### src/core/eal_pkg.sv
// Purpose: shared constants and types of the configuration autoloader
// Assumes: 50 MHz system clock, 16-bit wide serial configuration memory
// Notes:   byte offsets on a 32-bit classic Wishbone bus
package eal_pkg;
  localparam int CLK_MHZ        = 50;
  localparam int SK_HALF_NS     = 1000;
  localparam int SK_HALF_CYC    = (SK_HALF_NS * CLK_MHZ + 999) / 1000;
  localparam logic [7:0] DIV_LAST = 8'(SK_HALF_CYC - 1);
  localparam int START_DLY_CYC  = 8;
  localparam logic [3:0] DLY_LAST = 4'(START_DLY_CYC - 1);
  localparam int WORDS          = 18;
  localparam logic [4:0] WORD_LAST = 5'(WORDS - 1);
  localparam logic [7:0] SUM_OK = 8'hFF;
  // serial read frame: start bit, opcode 10, 6 address bits, 16 data bits
  localparam logic [2:0] RD_OPC = 3'h6;
  localparam int BITS_OUT       = 9;
  localparam int BITS_TOT       = 25;
  localparam logic [4:0] BIT_FIRST_IN = 5'(BITS_OUT);
  localparam logic [4:0] BIT_LAST = 5'(BITS_TOT - 1);
  // word slots of the memory image
  localparam int W_SHADOW_N     = 8;
  localparam int W_UNA          = 8;
  localparam int W_UNB          = 9;
  localparam int W_BURST        = 10;
  localparam int W_MISC         = 11;
  // register byte offsets
  localparam logic [7:0] A_SHADOW0 = 8'h00;
  localparam logic [7:0] A_SHADOW3 = 8'h0C;
  localparam logic [7:0] A_MISC    = 8'h10;
  localparam logic [7:0] A_UNA     = 8'h14;
  localparam logic [7:0] A_UNB     = 8'h18;
  localparam logic [7:0] A_BURST   = 8'h1C;
  localparam logic [7:0] A_EECTL   = 8'h20;
  localparam logic [7:0] A_IRQST   = 8'h40;
  localparam logic [7:0] A_IRQMSK  = 8'h44;
  localparam logic [7:0] IO_LIMIT  = 8'h40;
  // field positions
  localparam int B_ADDR_WE = 8;
  localparam int B_RELOAD_REQUEST_BIT   = 15;
  localparam int B_CONTENTS_VALID_BIT  = 13;
  localparam int B_EEN     = 4;
  localparam int B_ECS     = 3;
  localparam int B_ESK     = 2;
  localparam int B_EDI     = 1;
  localparam int B_EDO     = 0;
  localparam int I_DONE    = 0;
  localparam int I_CSUM    = 1;
  localparam int I_ABSENT  = 2;
  // values after reset
  localparam logic [15:0] MISC_RST  = 16'h0000;
  localparam logic [15:0] UNA_RST   = 16'h0000;
  localparam logic [15:0] UNB_RST   = 16'h0000;
  localparam logic [15:0] BURST_RST = 16'h0000;
  typedef enum logic [1:0] {R_IDLE = 2'h0, R_SHIFT = 2'h1, R_GAP = 2'h3} eal_rstate_t;
  typedef enum logic [2:0] {
    L_IDLE  = 3'h0,
    L_DELAY = 3'h1,
    L_START = 3'h3,
    L_WAIT  = 3'h2,
    L_APPLY = 3'h6,
    L_END   = 3'h7
  } eal_lstate_t;
endpackage

### src/core/eal_autoload_top.sv
// Purpose: configuration autoload from serial memory, Wishbone register file
// Assumes: classic Wishbone, 8-bit byte address, 32-bit data
// Notes:   all outputs registered; pins and memory data double synchronised
//
// The placing of the registers and the Wishbone interface to the registers were decided locally.
`timescale 1ns/1ps
`default_nettype none
// Contract
// RULE1: after reset release, load automatically, only if memory was detected present
// RULE2: shift memory bits into holding store, then copy to destination registers
// RULE3: during load, I/O-window accesses retry; configuration window still answers
// RULE4: checksum failure returns loadable config registers to defaults; shadow kept
// RULE5: image valid only when 8-bit sum of all 36 bytes equals FFh
// RULE6: memory absent: abort, clear reload-request and contents-valid, keep defaults
// RULE7: sample shared clock/LED pin every clock edge while reset is held
// RULE8: sampled zero means pulled low: skip memory read entirely
// RULE9: false presence is caught by the checksum failure at load end
// RULE10: software drives serial pins directly from control register bits
// RULE11: software setting reload-request rereads memory and reloads registers
// RULE12: while reload-request set, I/O accesses retry, config accesses accepted
// RULE13: station address writes ignored unless misc config bit 8 set
// RULE14: load fills station shadow, misc, burst/bus and two unused registers
// RULE15: station address reads return shadow registers, never the memory
// RULE16: load fetches exactly 18 words from lowest memory address upward
// RULE17: each word read: select, start bit, read opcode, address, 16 data bits
// RULE18: load end clears reload-request, sets contents-valid only on checksum pass
module eal_autoload_top (
  input  wire logic        clk_sys_in,
  input  wire logic        rst_n_in,
  input  wire logic        ce_in,
  input  wire logic        wb_cyc_in,
  input  wire logic        wb_stb_in,
  input  wire logic        wb_we_in,
  input  wire logic [7:0]  wb_adr_in,
  input  wire logic [3:0]  wb_sel_in,
  input  wire logic [31:0] wb_dat_in,
  output logic [31:0]      wb_dat_out,
  output logic             wb_ack_out,
  output logic             wb_rty_out,
  input  wire logic        sclk_led_pin_in,
  output logic             sclk_led_pin_out,
  output logic             sclk_led_pin_oe_out,
  output logic             ee_cs_out,
  output logic             ee_di_out,
  input  wire logic        ee_do_in,
  output logic             irq_out
);
  logic        rst_s1, rst_n;
  logic        sk_s1, sk_s2, do_s1, do_s2;
  logic        present;
  eal_pkg::eal_lstate_t state;
  logic [3:0]  dly;
  logic [4:0]  widx;
  logic [7:0]  sum;
  logic        pass;
  logic [7:0]  shadow [16];
  logic [15:0] temp [eal_pkg::WORDS];
  logic [15:0] misc, una, unb, burst;
  logic        reload_request_bit, contents_valid_bit, een, ecs, esk, edi;
  logic [2:0]  irq_st, irq_msk, ev;
  logic        rd_start, rd_busy, rd_done, rd_sk, rd_cs, rd_di;
  logic [15:0] rd_word;
  logic        req, io, retry, wr, loading, go, abort, fin;
  logic [31:0] rdata;

  function automatic logic [15:0] merge16(input logic [15:0] old,
                                          input logic [31:0] d,
                                          input logic [3:0]  sel);
    merge16 = {sel[1] ? d[15:8] : old[15:8], sel[0] ? d[7:0] : old[7:0]};
  endfunction

  function automatic logic hit(input logic [7:0] a, input logic [7:0] off);
    hit = (a == off);
  endfunction

  // reset release through two flops; assertion stays asynchronous
  always_ff @(posedge clk_sys_in or negedge rst_n_in)
    if (!rst_n_in)
    begin
      rst_s1 <= 1'b0;
      rst_n  <= 1'b0;
    end
    else if (ce_in)
    begin
      rst_s1 <= 1'b1;
      rst_n  <= rst_s1;
    end

  always_ff @(posedge clk_sys_in)
    if (ce_in)
    begin
      sk_s1 <= sclk_led_pin_in;
      sk_s2 <= sk_s1;
      do_s1 <= ee_do_in;
      do_s2 <= do_s1;
    end

  // no async reset here: the strap is what reset time must capture
  always_ff @(posedge clk_sys_in)
    if (ce_in && !rst_n)
      present <= sk_s2; // RULE7 RULE8

  assign req     = wb_cyc_in && wb_stb_in && !wb_ack_out && !wb_rty_out;
  assign io      = (wb_adr_in < eal_pkg::IO_LIMIT);
  assign loading = (state != eal_pkg::L_IDLE);
  assign retry   = io && (reload_request_bit || loading); // RULE3 RULE12
  assign wr      = req && wb_we_in && !retry;
  assign go      = (state == eal_pkg::L_DELAY) && (dly == eal_pkg::DLY_LAST) && present;
  assign abort   = (state == eal_pkg::L_DELAY) && (dly == eal_pkg::DLY_LAST) && !present;
  assign fin     = (state == eal_pkg::L_END);
  assign rd_start = (state == eal_pkg::L_START);

  eal_word_reader u_rd (
    .clk_in   (clk_sys_in),
    .rst_n_in (rst_n),
    .ce_in    (ce_in),
    .start_in (rd_start),
    .addr_in  ({1'b0, widx}),
    .do_in    (do_s2),
    .busy_out (rd_busy),
    .done_out (rd_done),
    .word_out (rd_word),
    .sk_out   (rd_sk),
    .cs_out   (rd_cs),
    .di_out   (rd_di)
  );

  // load sequencer; reset lands in the start delay so a load follows release
  always_ff @(posedge clk_sys_in or negedge rst_n)
    if (!rst_n)
    begin
      state <= eal_pkg::L_DELAY; // RULE1
      dly   <= 4'h0;
      widx  <= 5'h00;
      sum   <= 8'h00;
      pass  <= 1'b0;
    end
    else if (ce_in)
    begin
      case (state)
        eal_pkg::L_IDLE:
          if (reload_request_bit)
          begin
            state <= eal_pkg::L_DELAY; // RULE11
            dly   <= 4'h0;
          end
        eal_pkg::L_DELAY:
          if (dly != eal_pkg::DLY_LAST)
            dly <= dly + 4'h1;
          else if (present)
          begin
            state <= eal_pkg::L_START; // RULE16
            widx  <= 5'h00;
            sum   <= 8'h00;
          end
          else
            state <= eal_pkg::L_IDLE; // RULE6 RULE8
        eal_pkg::L_START:
          state <= eal_pkg::L_WAIT;
        eal_pkg::L_WAIT:
          if (rd_done)
          begin
            sum <= sum + rd_word[15:8] + rd_word[7:0]; // RULE5
            if (widx == eal_pkg::WORD_LAST)
              state <= eal_pkg::L_APPLY; // RULE16
            else
            begin
              widx  <= widx + 5'h01;
              state <= eal_pkg::L_START;
            end
          end
        eal_pkg::L_APPLY:
        begin
          pass  <= (sum == eal_pkg::SUM_OK); // RULE5 RULE9
          state <= eal_pkg::L_END;
        end
        eal_pkg::L_END:
          state <= eal_pkg::L_IDLE;
        default:
          state <= eal_pkg::L_IDLE;
      endcase
    end

  // holding store, one word per finished read
  always_ff @(posedge clk_sys_in)
    if (ce_in && state == eal_pkg::L_WAIT && rd_done)
      temp[widx] <= rd_word; // RULE2

  // shadow: filled from the holding store whatever the checksum says
  always_ff @(posedge clk_sys_in or negedge rst_n)
    if (!rst_n)
    begin
      for (int i = 0; i < 16; i++)
        shadow[i] <= 8'h00;
    end
    else if (ce_in)
    begin
      if (state == eal_pkg::L_APPLY)
      begin
        for (int i = 0; i < eal_pkg::W_SHADOW_N; i++)
        begin
          shadow[2*i]   <= temp[i][7:0]; // RULE2 RULE14 RULE4
          shadow[2*i+1] <= temp[i][15:8];
        end
      end
      else if (wr && wb_adr_in <= eal_pkg::A_SHADOW3 && misc[eal_pkg::B_ADDR_WE]) // RULE13
      begin
        for (int b = 0; b < 4; b++)
          if (wb_sel_in[b])
            shadow[{wb_adr_in[3:2], 2'(b)}] <= wb_dat_in[8*b +: 8];
      end
    end

  // loadable config registers: loaded value on pass, defaults on failure
  always_ff @(posedge clk_sys_in or negedge rst_n)
    if (!rst_n)
    begin
      misc  <= eal_pkg::MISC_RST;
      una   <= eal_pkg::UNA_RST;
      unb   <= eal_pkg::UNB_RST;
      burst <= eal_pkg::BURST_RST;
    end
    else if (ce_in)
    begin
      if (fin && pass)
      begin
        misc  <= temp[eal_pkg::W_MISC]; // RULE14
        una   <= temp[eal_pkg::W_UNA];
        unb   <= temp[eal_pkg::W_UNB];
        burst <= temp[eal_pkg::W_BURST];
      end
      else if (fin)
      begin
        misc  <= eal_pkg::MISC_RST; // RULE4 RULE9
        una   <= eal_pkg::UNA_RST;
        unb   <= eal_pkg::UNB_RST;
        burst <= eal_pkg::BURST_RST;
      end
      else if (wr)
      begin
        if (hit(wb_adr_in, eal_pkg::A_MISC))
          misc <= merge16(misc, wb_dat_in, wb_sel_in);
        if (hit(wb_adr_in, eal_pkg::A_UNA))
          una <= merge16(una, wb_dat_in, wb_sel_in);
        if (hit(wb_adr_in, eal_pkg::A_UNB))
          unb <= merge16(unb, wb_dat_in, wb_sel_in);
        if (hit(wb_adr_in, eal_pkg::A_BURST))
          burst <= merge16(burst, wb_dat_in, wb_sel_in);
      end
    end

  // reload-request and contents-valid
  always_ff @(posedge clk_sys_in or negedge rst_n)
    if (!rst_n)
    begin
      reload_request_bit  <= 1'b0;
      contents_valid_bit <= 1'b0;
    end
    else if (ce_in)
    begin
      if (go)
        reload_request_bit <= 1'b1;
      else if (abort)
      begin
        reload_request_bit  <= 1'b0; // RULE6
        contents_valid_bit <= 1'b0;
      end
      else if (fin)
      begin
        reload_request_bit  <= 1'b0; // RULE18
        contents_valid_bit <= pass;
      end
      else if (wr && hit(wb_adr_in, eal_pkg::A_EECTL) && wb_sel_in[1]
               && wb_dat_in[eal_pkg::B_RELOAD_REQUEST_BIT])
        reload_request_bit <= 1'b1; // RULE11
    end

  // direct pin control bits
  always_ff @(posedge clk_sys_in or negedge rst_n)
    if (!rst_n)
    begin
      een <= 1'b0;
      ecs <= 1'b0;
      esk <= 1'b0;
      edi <= 1'b0;
    end
    else if (ce_in && wr && hit(wb_adr_in, eal_pkg::A_EECTL) && wb_sel_in[0])
    begin
      een <= wb_dat_in[eal_pkg::B_EEN]; // RULE10
      ecs <= wb_dat_in[eal_pkg::B_ECS];
      esk <= wb_dat_in[eal_pkg::B_ESK];
      edi <= wb_dat_in[eal_pkg::B_EDI];
    end

  // pin drivers registered; pin stays released during reset for the strap
  always_ff @(posedge clk_sys_in or negedge rst_n)
    if (!rst_n)
    begin
      sclk_led_pin_out    <= 1'b0;
      sclk_led_pin_oe_out <= 1'b0;
      ee_cs_out           <= 1'b0;
      ee_di_out           <= 1'b0;
    end
    else if (ce_in)
    begin
      if (rd_busy || rd_start || rd_done) // no stray clock edge between words
      begin
        sclk_led_pin_out    <= rd_sk; // RULE17
        sclk_led_pin_oe_out <= 1'b1;
        ee_cs_out           <= rd_cs;
        ee_di_out           <= rd_di;
      end
      else if (een && !loading)
      begin
        sclk_led_pin_out    <= esk; // RULE10
        sclk_led_pin_oe_out <= 1'b1;
        ee_cs_out           <= ecs;
        ee_di_out           <= edi;
      end
      else
      begin
        sclk_led_pin_out    <= 1'b0;
        sclk_led_pin_oe_out <= 1'b0;
        ee_cs_out           <= 1'b0;
        ee_di_out           <= 1'b0;
      end
    end

  // interrupt events; set wins over a same-cycle clear
  assign ev = {abort, fin && !pass, fin};

  always_ff @(posedge clk_sys_in or negedge rst_n)
    if (!rst_n)
    begin
      irq_st  <= 3'h0;
      irq_msk <= 3'h0;
      irq_out <= 1'b0;
    end
    else if (ce_in)
    begin
      if (wr && hit(wb_adr_in, eal_pkg::A_IRQST) && wb_sel_in[0])
        irq_st <= (irq_st & ~wb_dat_in[2:0]) | ev;
      else
        irq_st <= irq_st | ev;
      if (wr && hit(wb_adr_in, eal_pkg::A_IRQMSK) && wb_sel_in[0])
        irq_msk <= wb_dat_in[2:0];
      irq_out <= |(irq_st & irq_msk);
    end

  // read mux; shadow reads never touch the memory
  always_comb
  begin
    rdata = 32'h0000_0000;
    if (wb_adr_in <= eal_pkg::A_SHADOW3 && wb_adr_in[1:0] == 2'h0)
      rdata = {shadow[{wb_adr_in[3:2], 2'h3}], shadow[{wb_adr_in[3:2], 2'h2}],
               shadow[{wb_adr_in[3:2], 2'h1}], shadow[{wb_adr_in[3:2], 2'h0}]}; // RULE15
    else if (hit(wb_adr_in, eal_pkg::A_MISC))
      rdata = {16'h0000, misc};
    else if (hit(wb_adr_in, eal_pkg::A_UNA))
      rdata = {16'h0000, una};
    else if (hit(wb_adr_in, eal_pkg::A_UNB))
      rdata = {16'h0000, unb};
    else if (hit(wb_adr_in, eal_pkg::A_BURST))
      rdata = {16'h0000, burst};
    else if (hit(wb_adr_in, eal_pkg::A_EECTL))
    begin
      rdata[eal_pkg::B_RELOAD_REQUEST_BIT]  = reload_request_bit;
      rdata[eal_pkg::B_CONTENTS_VALID_BIT] = contents_valid_bit;
      rdata[eal_pkg::B_EEN]    = een;
      rdata[eal_pkg::B_ECS]    = ecs;
      rdata[eal_pkg::B_ESK]    = esk;
      rdata[eal_pkg::B_EDI]    = edi;
      rdata[eal_pkg::B_EDO]    = do_s2;
    end
    else if (hit(wb_adr_in, eal_pkg::A_IRQST))
      rdata = {29'h0000_0000, irq_st};
    else if (hit(wb_adr_in, eal_pkg::A_IRQMSK))
      rdata = {29'h0000_0000, irq_msk};
  end

  // one answer per request, one cycle after it is seen
  always_ff @(posedge clk_sys_in or negedge rst_n)
    if (!rst_n)
    begin
      wb_ack_out <= 1'b0;
      wb_rty_out <= 1'b0;
      wb_dat_out <= 32'h0000_0000;
    end
    else if (ce_in)
    begin
      wb_ack_out <= req && !retry;
      wb_rty_out <= req && retry; // RULE3 RULE12
      if (req && !retry && !wb_we_in)
        wb_dat_out <= rdata;
    end
endmodule // eal_autoload_top
`default_nettype wire

### src/core/eal_word_reader.sv
// Purpose: reads one 16-bit word from the serial memory
// Assumes: do_in already synchronised, start_in only while idle
// Notes:   data bit sampled just before each rising serial clock
`timescale 1ns/1ps
`default_nettype none
module eal_word_reader (
  input  wire logic        clk_in,
  input  wire logic        rst_n_in,
  input  wire logic        ce_in,
  input  wire logic        start_in,
  input  wire logic [5:0]  addr_in,
  input  wire logic        do_in,
  output logic             busy_out,
  output logic             done_out,
  output logic [15:0]      word_out,
  output logic             sk_out,
  output logic             cs_out,
  output logic             di_out
);
  eal_pkg::eal_rstate_t state;
  logic [7:0] div;
  logic [4:0] bitn;
  logic [8:0] sh;
  logic       tick;

  assign tick     = (div == eal_pkg::DIV_LAST);
  assign busy_out = (state != eal_pkg::R_IDLE);

  always_ff @(posedge clk_in or negedge rst_n_in)
    if (!rst_n_in)
      div <= 8'h00;
    else if (ce_in)
      div <= (!busy_out || tick) ? 8'h00 : div + 8'h01;

  always_ff @(posedge clk_in or negedge rst_n_in)
    if (!rst_n_in)
    begin
      state    <= eal_pkg::R_IDLE;
      done_out <= 1'b0;
      sk_out   <= 1'b0;
      cs_out   <= 1'b0;
      di_out   <= 1'b0;
      bitn     <= 5'h00;
      sh       <= 9'h000;
    end
    else if (ce_in)
    begin
      done_out <= 1'b0;
      case (state)
        eal_pkg::R_IDLE:
          if (start_in)
          begin
            state  <= eal_pkg::R_SHIFT; // RULE17
            cs_out <= 1'b1;
            sk_out <= 1'b0;
            bitn   <= 5'h00;
            sh     <= {eal_pkg::RD_OPC, addr_in};
            di_out <= eal_pkg::RD_OPC[2];
          end
        eal_pkg::R_SHIFT:
          if (tick && !sk_out)
            sk_out <= 1'b1;
          else if (tick)
          begin
            sk_out <= 1'b0;
            if (bitn == eal_pkg::BIT_LAST)
            begin
              state  <= eal_pkg::R_GAP;
              cs_out <= 1'b0;
              di_out <= 1'b0;
            end
            else
            begin
              bitn   <= bitn + 5'h01;
              sh     <= {sh[7:0], 1'b0};
              di_out <= sh[7];
            end
          end
        eal_pkg::R_GAP:
          if (tick)
          begin
            state    <= eal_pkg::R_IDLE;
            done_out <= 1'b1;
          end
        default:
          state <= eal_pkg::R_IDLE;
      endcase
    end

  // 16 data bits shift in msb first
  always_ff @(posedge clk_in or negedge rst_n_in)
    if (!rst_n_in)
      word_out <= 16'h0000;
    else if (ce_in && state == eal_pkg::R_SHIFT && tick && !sk_out
             && bitn >= eal_pkg::BIT_FIRST_IN)
      word_out <= {word_out[14:0], do_in}; // RULE2 RULE17
endmodule // eal_word_reader
`default_nettype wire

### config.mk
export PLATFORM = sky130hd
export DESIGN_NAME = eal_autoload_top
export DESIGN_NICKNAME = d
export VERILOG_FILES = /design/src/core/eal_pkg.sv /design/src/core/eal_autoload_top.sv /design/src/core/eal_word_reader.sv
export SDC_FILE = /design/constraint.sdc
export NUM_CORES = 1
export LEC_CHECK = 0
export BUFFER_PORTS_ARGS = -buffer_cell sky130_fd_sc_hd__buf_4
export CAP_MARGIN = 20
export CORE_AREA = 2 2 172 342
export CTS_CLUSTER_SIZE = 30
export DETAILED_ROUTE_END_ITERATION = 10
export DIE_AREA = 0 0 174 344
export GPL_ROUTABILITY_DRIVEN = 0
export SLEW_MARGIN = 40
export SYNTH_ARGS = -nofsm -noshare
export SYNTH_HDL_FRONTEND = slang
export SYNTH_SLANG_ARGS = --single-unit
### constraint.sdc
create_clock -name clk_sys_in -period 11.7 [get_ports clk_sys_in]
set_input_delay 1.755 -clock clk_sys_in [delete_from_list [all_inputs] [get_ports clk_sys_in]]
set_output_delay 1.755 -clock clk_sys_in [all_outputs]
set_load 0.01 [all_outputs]
==> results by group, run 1 <==
Setup path
  – Worst Path Required: 12.18 ns
  – Total number of cells along the worst setup path: 7
  – Number of buffer and inverter instances along the worst setup path: 3
  – CP Cell Sequence: buf_4, clkinv_1, nor2_1, a21o_1, buf_4, nor2b_1, a2bb2oi_1
  – Terminus of the critical flop-to-flop path: shadow[35]
  – Critical Path Start: ce_in
  – Worst Path Arrival: 4.61 ns
  – CP max-delay cell: sky130_fd_sc_hd__nor2b_1
  – Slack of the worst reg-to-reg path: 8.31 ns
  – Number of cells on the worst reg-to-reg path: 7
  – Crit-path most repeated cell: sky130_fd_sc_hd__buf_4
  – Beginning of the worst register-to-register path: state[2]
  – End point of the critical path: shadow[35]
  – Largest fanout on the critical path: 51
  – Type of destination of the critical path: register
  – Cell type group with the largest total delay on the critical path: buffers and inverters
  – Maximum single-stage delay on the critical path: 0.75 ns
  – Type of the worst setup path: input port to register
  – Startpoint Class: input port

Timing
  – Worst hold slack: 0.128 ns
  – Count of endpoints failing hold in the final timing report: 0
  – Upper clock frequency limit: 242 MHz
  – Headroom to the max-slew limit: 0.422
  – Worst Max-Slew Pin Slew: 0.867 ns
  – Setup TNS: 0 ns
  – Setup repair after global routing missed its margin: false
  – Max Transition Viols Final: 0
  – Post-route minimum period: 4.13 ns
  – Final period util: 0.353
  – Clock Skew: 0.0130 ns
  – Final setup fails: 0

Yosys
  – Area share of the largest cell type after synthesis: 0.340
  – Count of warnings emitted by yosys: 0
  – Number of library cell types mapped by synthesis: 82
  – Most frequent cells after synthesis: sky130_fd_sc_hd__dfrtp_1, sky130_fd_sc_hd__edfxtp_1, sky130_fd_sc_hd__o21ai_0, sky130_fd_sc_hd__nand3_1, sky130_fd_sc_hd__nand2_1
  – Top cells by area, synth: sky130_fd_sc_hd__dfrtp_1, sky130_fd_sc_hd__edfxtp_1, sky130_fd_sc_hd__a2bb2oi_1
  – Leading cell type by number of instances after synthesis: sky130_fd_sc_hd__dfrtp_1
  – Ys flop type: sky130_fd_sc_hd__dfrtp_1
  – Top cell type by total area after synthesis: sky130_fd_sc_hd__dfrtp_1
  – Avg Synthesized Cell Area: 12.2 sq um
  – Post-synthesis instance area: 0.0226 sq mm
  – Share of async-settable or async-resettable flops after synthesis: 0.611
  – Number of flops mapped to enable cells by yosys: 197
  – Number of instances in the synthesized netlist: 1,854
  – Share of synthesized area occupied by flip-flops and latches: 0.603
  – Seq cells post-synth: 506
  – Nets in the synthesized netlist: 1,930

CTS
  – Cts bufs inserted: 46
  – Clock insertion delay at the later pin of the skew report: 0.58 ns
  – Clk root buf: sky130_fd_sc_hd__clkbuf_16
  – CTS-repair resized insts: 0
  – Number of clock sinks: 506
  – Hold Buf Count CTS: 0
  – Clock transition at path regs: 0.07 ns
  – CTS HTree Levels: 2
  – TritonCTS clock tree: done
  – Maximum clock insertion buffer count: 3
  – Setup Fix Bufs, Post-CTS: 0

Layout
  – Net count reported at finish: 1,971
  – Layout cell share with drive strength beyond 1: 0.170
  – Total of fill cells in the finished design: 5,257
  – Relative area change from synthesis to final layout: 13.5%
  – Flip-flop and latch area: 0.0137 sq mm
  – Area of the multi-input gates: 0.00831 sq mm
  – Count of antenna diodes in the layout: 0

Status
  – Status: finished clean

Detailed routing
  – Number of nets still failing antenna checks after routing: 0
  – Total routed wirelength: 64.7 mm
  – Vias after detailed routing: 15,445
  – Average routed wire per standard cell: 24.1 microns
  – Drt first-iter violations: 1,263
  – Drt pass-1 iters: 5
  – Detail-routed via count per cell: 5.75
  – Remaining DRCs: 0

Global routing
  – Leftover overflow at the end of global routing: 0
  – Vias in the first global route: 16,059
  – Antenna violations before repair: 0
  – Total routing usage reported by global routing: 0.217
  – First-pass GRT wire length: 98.8 mm
  – Maximum number of pins on one net before global-route repair: 130

Power and ir drop
  – Worst VDD drop: 0.114 mV
  – Lkg Pwr: 11.2 nW
  – Power density over the cells: 142 mW/mm^2

Die
  – Floorplan die width: 174 microns
  – Std cell rows: 124
  – Vertical extent of the die: 344 microns
  – Die area: 0.0599 sq mm
  – Effective utilization at floorplan: 0.396
  – Area of the placeable core: 0.0571 sq mm
  – Count of boundary I/O pins: 91

Hold path
  – Hold Path Class: register to asynchronous set/reset pin

Job
  – Number of max-cap violations: 0

Place
  – HPWL after DPL: 45.1 mm
  – Number of port buffers: 90
-- registers in the layout, indices dropped and copies added, names as in the netlist, 2 cells and up --
| register | count |
|---|---|
| temp | 192 |
| shadow | 128 |
| wb_dat_out | 32 |
| burst | 16 |
| misc | 16 |
| u_rd.word_out | 16 |
| una | 16 |
| unb | 16 |
| sum | 8 |
| u_rd.div | 8 |
| u_rd.sh | 8 |
| u_rd.bitn | 5 |
| widx | 5 |
| dly | 4 |
| irq_msk | 3 |
| irq_st | 3 |
| state | 3 |
| u_rd.state | 2 |
-- how the worst min path moves through the flow --
stage	startpoint	end	slack, ns
detailed placement	rst_n	wb_ack_out	0.13
global placement	sk_s2	present	0.40
CTS	rst_n	wb_ack_out	0.14
floorplan	do_s1	do_s2	0.40
finish	rst_n	wb_ack_out	0.13
global route	rst_n	wb_ack_out	0.14
-- power breakdown --
part	internal, mW	switching (mW)	total [mW]
clock	0.948	0.680	1.63
sequential	1.85	0.0155	1.87
combinational	0.0634	0.0946	0.158
-- placed cells by master, fill, tap and decap left out, drive strengths merged, types with 9 or more instances in the layout --
cell,synthesis,layout
mux2,29,29
nand2b,12,12
nor4,11,11
clkbuf,82,60
inv,22,24
o41ai,9,9
and2,28,28
mux4,45,45
nand3,139,139
nor2,101,101
a22o,11,11
nor2b,21,21
nand2,134,134
a21oi,137,137
o21ai,192,192
dfrtp,308,308
nor3,10,10
edfxtp,197,197
a2bb2oi,131,131
bufinv,0,9
mux2i,19,19
a21o,10,10
ha,16,16
buf,59,133
clkinv,1,14
-- area by class of cell --
cell class              instances  share of cell area
flip-flops and latches        506               0.532
multi-input cells            1184               0.323
clock buffers                  59              0.0479
repair buffers                134              0.0424
well taps                     756              0.0368
clock inverters                26              0.0145
inverters                      23             0.00336
-- metrics by stage --
stage | util | instance area [sq um] | power [mW] | std cells | setup slack, ns
after floorplan | - | 22600 | 2.00 | 1854 | 2.42
after global placement | 0.418 | 23900 | 2.06 | 2592 | 7.02
final | 0.450 | 25700 | 3.66 | 2688 | 7.57
after CTS | 0.449 | 25600 | 3.68 | 2686 | 7.62
after global routing | 0.450 | 25700 | 3.77 | 2688 | 7.37
after detailed placement | 0.421 | 24000 | 2.06 | 2601 | 7.04
-- layer usage --
metal  track usage  up-vias  wire length (microns)
met4        0.0965        0                   2980
met5             0        -                      0
met2         0.419      466                  35700
li1              -     6991                      -
met1         0.237     7819                  23400
met3        0.0267      169                   2700
-- logic make-up (layout without fill, tap and decap cells) --
group                      Yosys count  in the layout  share of synthesized area
AOI/OAI and AO/OA                  538            538                      0.160
and+or+nand+nor                    513            513                      0.115
DFF                                506            506                      0.603
buffers and inverters              164            242                     0.0324
muxes                               93             93                     0.0676
adders and majority gates           24             24                     0.0159
xor gates and xnor gates            16             16                    0.00619
No activity file was read; power rests on OpenSTA's default activity.
==> inputs of run 2 (changes only) <==
==> constraint.sdc (replaced) <==
create_clock -name clk_sys_in -period 3.9 [get_ports clk_sys_in]
set_input_delay 0.585 -clock clk_sys_in [delete_from_list [all_inputs] [get_ports clk_sys_in]]
set_output_delay 0.585 -clock clk_sys_in [all_outputs]
set_load 0.01 [all_outputs]
==> results by group, run 2 (same netlist as run 1, synthesis figures left out) <==
Status
  – Status: finished clean

Global routing
  – Antenna violations before repair: 0 (unchanged)
  – Total routing usage reported by global routing: 0.223 (+0.00596)
  – Leftover overflow at the end of global routing: 0 (unchanged)
  – Maximum number of pins on one net before global-route repair: 257 (+98%)
  – First-pass GRT wire length: 102 mm (+3.0%)
  – Vias in the first global route: 16,494 (+2.7%)

Hold path
  – HP Start: sclk_led_pin_in
  – Hold Path Class: input port to register
  – Sink of the worst hold path: sk_s1
  – Worst hold stages: 1

Die
  – Count of boundary I/O pins: 91 (unchanged)
  – Die area: 0.0599 sq mm (unchanged)
  – Std cell rows: 124 (unchanged)
  – Vertical extent of the die: 344 microns (unchanged)
  – Floorplan die width: 174 microns (unchanged)
  – Effective utilization at floorplan: 0.396 (unchanged)
  – Area of the placeable core: 0.0571 sq mm (unchanged)

Timing
  – Worst Max-Slew Pin Slew: 0.842 ns (-0.0244 ns)
  – Clock Skew: 0.0161 ns (+0.00307 ns)
  – Headroom to the max-slew limit: 0.438 (+0.0163)
  – Setup repair after global routing missed its margin: false
  – Final period util: 0.771
  – Smallest setup slack after layout: 0.894 ns (-6.68 ns)
  – Upper clock frequency limit: 333 MHz
  – Post-route minimum period: 3.01 ns
  – Count of endpoints failing hold in the final timing report: 0 (unchanged)
  – Setup TNS: 0 ns (unchanged)
  – Final setup fails: 0 (unchanged)
  – Max Transition Viols Final: 0 (unchanged)

Setup path
  – Beginning of the worst register-to-register path: state[1]
  – Slack of the worst reg-to-reg path: 0.89 ns (-7.42 ns)
  – Largest fanout on the critical path: 16 (-69%)
  – CP Cell Sequence: nor3b_1, nand3_1, nor4b_1, and2_1, buf_4
  – Worst Path Required: 4.17 ns (-8.01 ns)
  – Maximum single-stage delay on the critical path: 0.66 ns (-0.09 ns)
  – Terminus of the critical flop-to-flop path: temp[8][6]
  – Type of the worst setup path: register to register
  – Number of cells on the worst reg-to-reg path: 5 (-2)
  – Worst Path Arrival: 3.28 ns (-1.33 ns)
  – CP max-delay cell: sky130_fd_sc_hd__dfrtp_1
  – Startpoint Class: register
  – Type of destination of the critical path: register

Power and ir drop
  – Worst VDD drop: 0.303 mV (+170%)
  – Internal power of the cells: 8.30 mW (+190%)
  – Portion of total power attributed to the clock network: 0.430 (-0.015)
  – Power density over the cells: 414 mW/mm^2 (+190%)
  – Switching power share of the total: 0.222 (+0.00598)
  – Sequential cell fraction of total power: 0.526 (+0.014)
  – Lkg Pwr: 11.2 nW (+0.59%)
  – Part of the power in combinational logic: 0.044 (about the same)
  – Net switching component of the power: 2.37 mW (+200%)

Detailed routing
  – Vias after detailed routing: 15,900 (+2.9%)
  – Drt first-iter violations: 1,209 (-4.3%)
  – Total routed wirelength: 66.6 mm (+2.9%)
  – Average routed wire per standard cell: 24.6 microns (+2.0%)
  – Remaining DRCs: 0 (unchanged)
  – Detail-routed via count per cell: 5.86 (+2.0%)
  – Drt pass-1 iters: 5 (unchanged)
  – Number of nets still failing antenna checks after routing: 0 (unchanged)

CTS
  – Maximum clock insertion buffer count: 3 (unchanged)
  – TritonCTS clock tree: done
  – Clk root buf: sky130_fd_sc_hd__clkbuf_16
  – CTS-repair resized insts: 0 (unchanged)
  – Clock transition at path regs: 0.06 ns (about the same)
  – Clock insertion delay at the later pin of the skew report: 0.59 ns (about the same)
  – Number of clock sinks: 506 (unchanged)
  – Cts bufs inserted: 46 (unchanged)
  – CTS HTree Levels: 2 (unchanged)

Place
  – # placed instances: 2,625 (+0.92%)
  – Number of port buffers: 90 (unchanged)
  – Worst setup slack after placement: 0.898 ns (-6.14 ns)
  – HPWL after DPL: 45.2 mm (+0.34%)

Layout
  – Net count reported at finish: 1,995 (+1.2%)
  – Most common library cell in the layout ignoring fill and taps: sky130_fd_sc_hd__dfrtp_1
  – Relative area change from synthesis to final layout: 13.7%
  – Total of fill cells in the finished design: 5,285 (+0.53%)
  – Non-Filler Instances: 2,713 (+0.93%)
  – Register bank with the most flops: temp
  – Layout cell share with drive strength beyond 1: 0.171 (+0.000897)
  – Most frequent cells in the layout: sky130_fd_sc_hd__dfrtp_1, sky130_fd_sc_hd__edfxtp_1, sky130_fd_sc_hd__o21ai_0, sky130_fd_sc_hd__buf_4, sky130_fd_sc_hd__nand3_1
  – Post-layout utilization of the core: 0.451 (+0.000832)
  – Max FFs per register: 192 (unchanged)
  – Count of antenna diodes in the layout: 0 (unchanged)
  – Largest registers: temp: 192 flops, shadow: 128 flops, wb_dat_out: 32 flops

Job
  – Number of max-cap violations: 0 (unchanged)
## run 2: power groups by stage
stage          clock, mW  combinational, mW  sequential (mW)
2_1_floorplan          0              0.294             5.70
3_3_place_gp           0              0.461             5.71
3_5_place_dp           0              0.471             5.71
4_1_cts             4.67              0.474             5.61
5_1_grt             4.84              0.515             5.61
6_report            4.58              0.473             5.61
## run 2: metrics by stage
step           hold slack (ns)  area (sq um)  total power [mW]
2_1_floorplan            0.289         22600              5.99
3_3_place_gp             0.369         24200              6.17
3_5_place_dp             0.273         24200              6.18
4_1_cts                  0.154         25700              10.8
5_1_grt                  0.168         25700              11.0
6_report                 0.179         25700              10.7
## run 2: routing by layer
metal | vias to the layer above | GRT usage | routed length [microns]
met5 | - | 0 | 0
li1 | 7042 | - | -
met2 | 560 | 0.419 | 36100
met4 | 0 | 0.103 | 2900
met1 | 8142 | 0.250 | 24400
met3 | 156 | 0.0290 | 3210
## run 2: how the worst max path moves through the flow
stage	startpoint	to	slack, ns	depth (start not counted)
detailed placement	state[1]	temp[9][6]	0.90	5
global placement	wb_adr_in[6]	burst[11]	1.00	6
CTS	state[2]	temp[9][0]	0.89	5
global route	state[1]	temp[8][5]	0.73	5
floorplan	rst_n	burst[0]	0.82	0
finish	state[1]	temp[8][6]	0.89	5
## run 2: area by class of cell
| cell class | instances | area, sq um | share of cell area |
|---|---|---|---|
| clock buffer | 66 | 1270 | 0.0492 |
| multi-input combinational | 1184 | 8280 | 0.322 |
| timing repair buffer | 158 | 1270 | 0.0495 |
| clock inverter | 20 | 218 | 0.00846 |
| inverter | 23 | 86.3 | 0.00335 |
| sequential | 506 | 13700 | 0.531 |
| tap | 756 | 946 | 0.0368 |
## run 2: timing repair
item                      CTS  global route
hold buffers                1             0
hold endpoints to repair    2             0
setup buffers               0             0
## run 2: worst max-delay path, delay by kind of cell (launching register included)
family,cells,cell delay [ns]
buf+inv,1,0.34
simple gates,4,1.70
flops,1,0.66
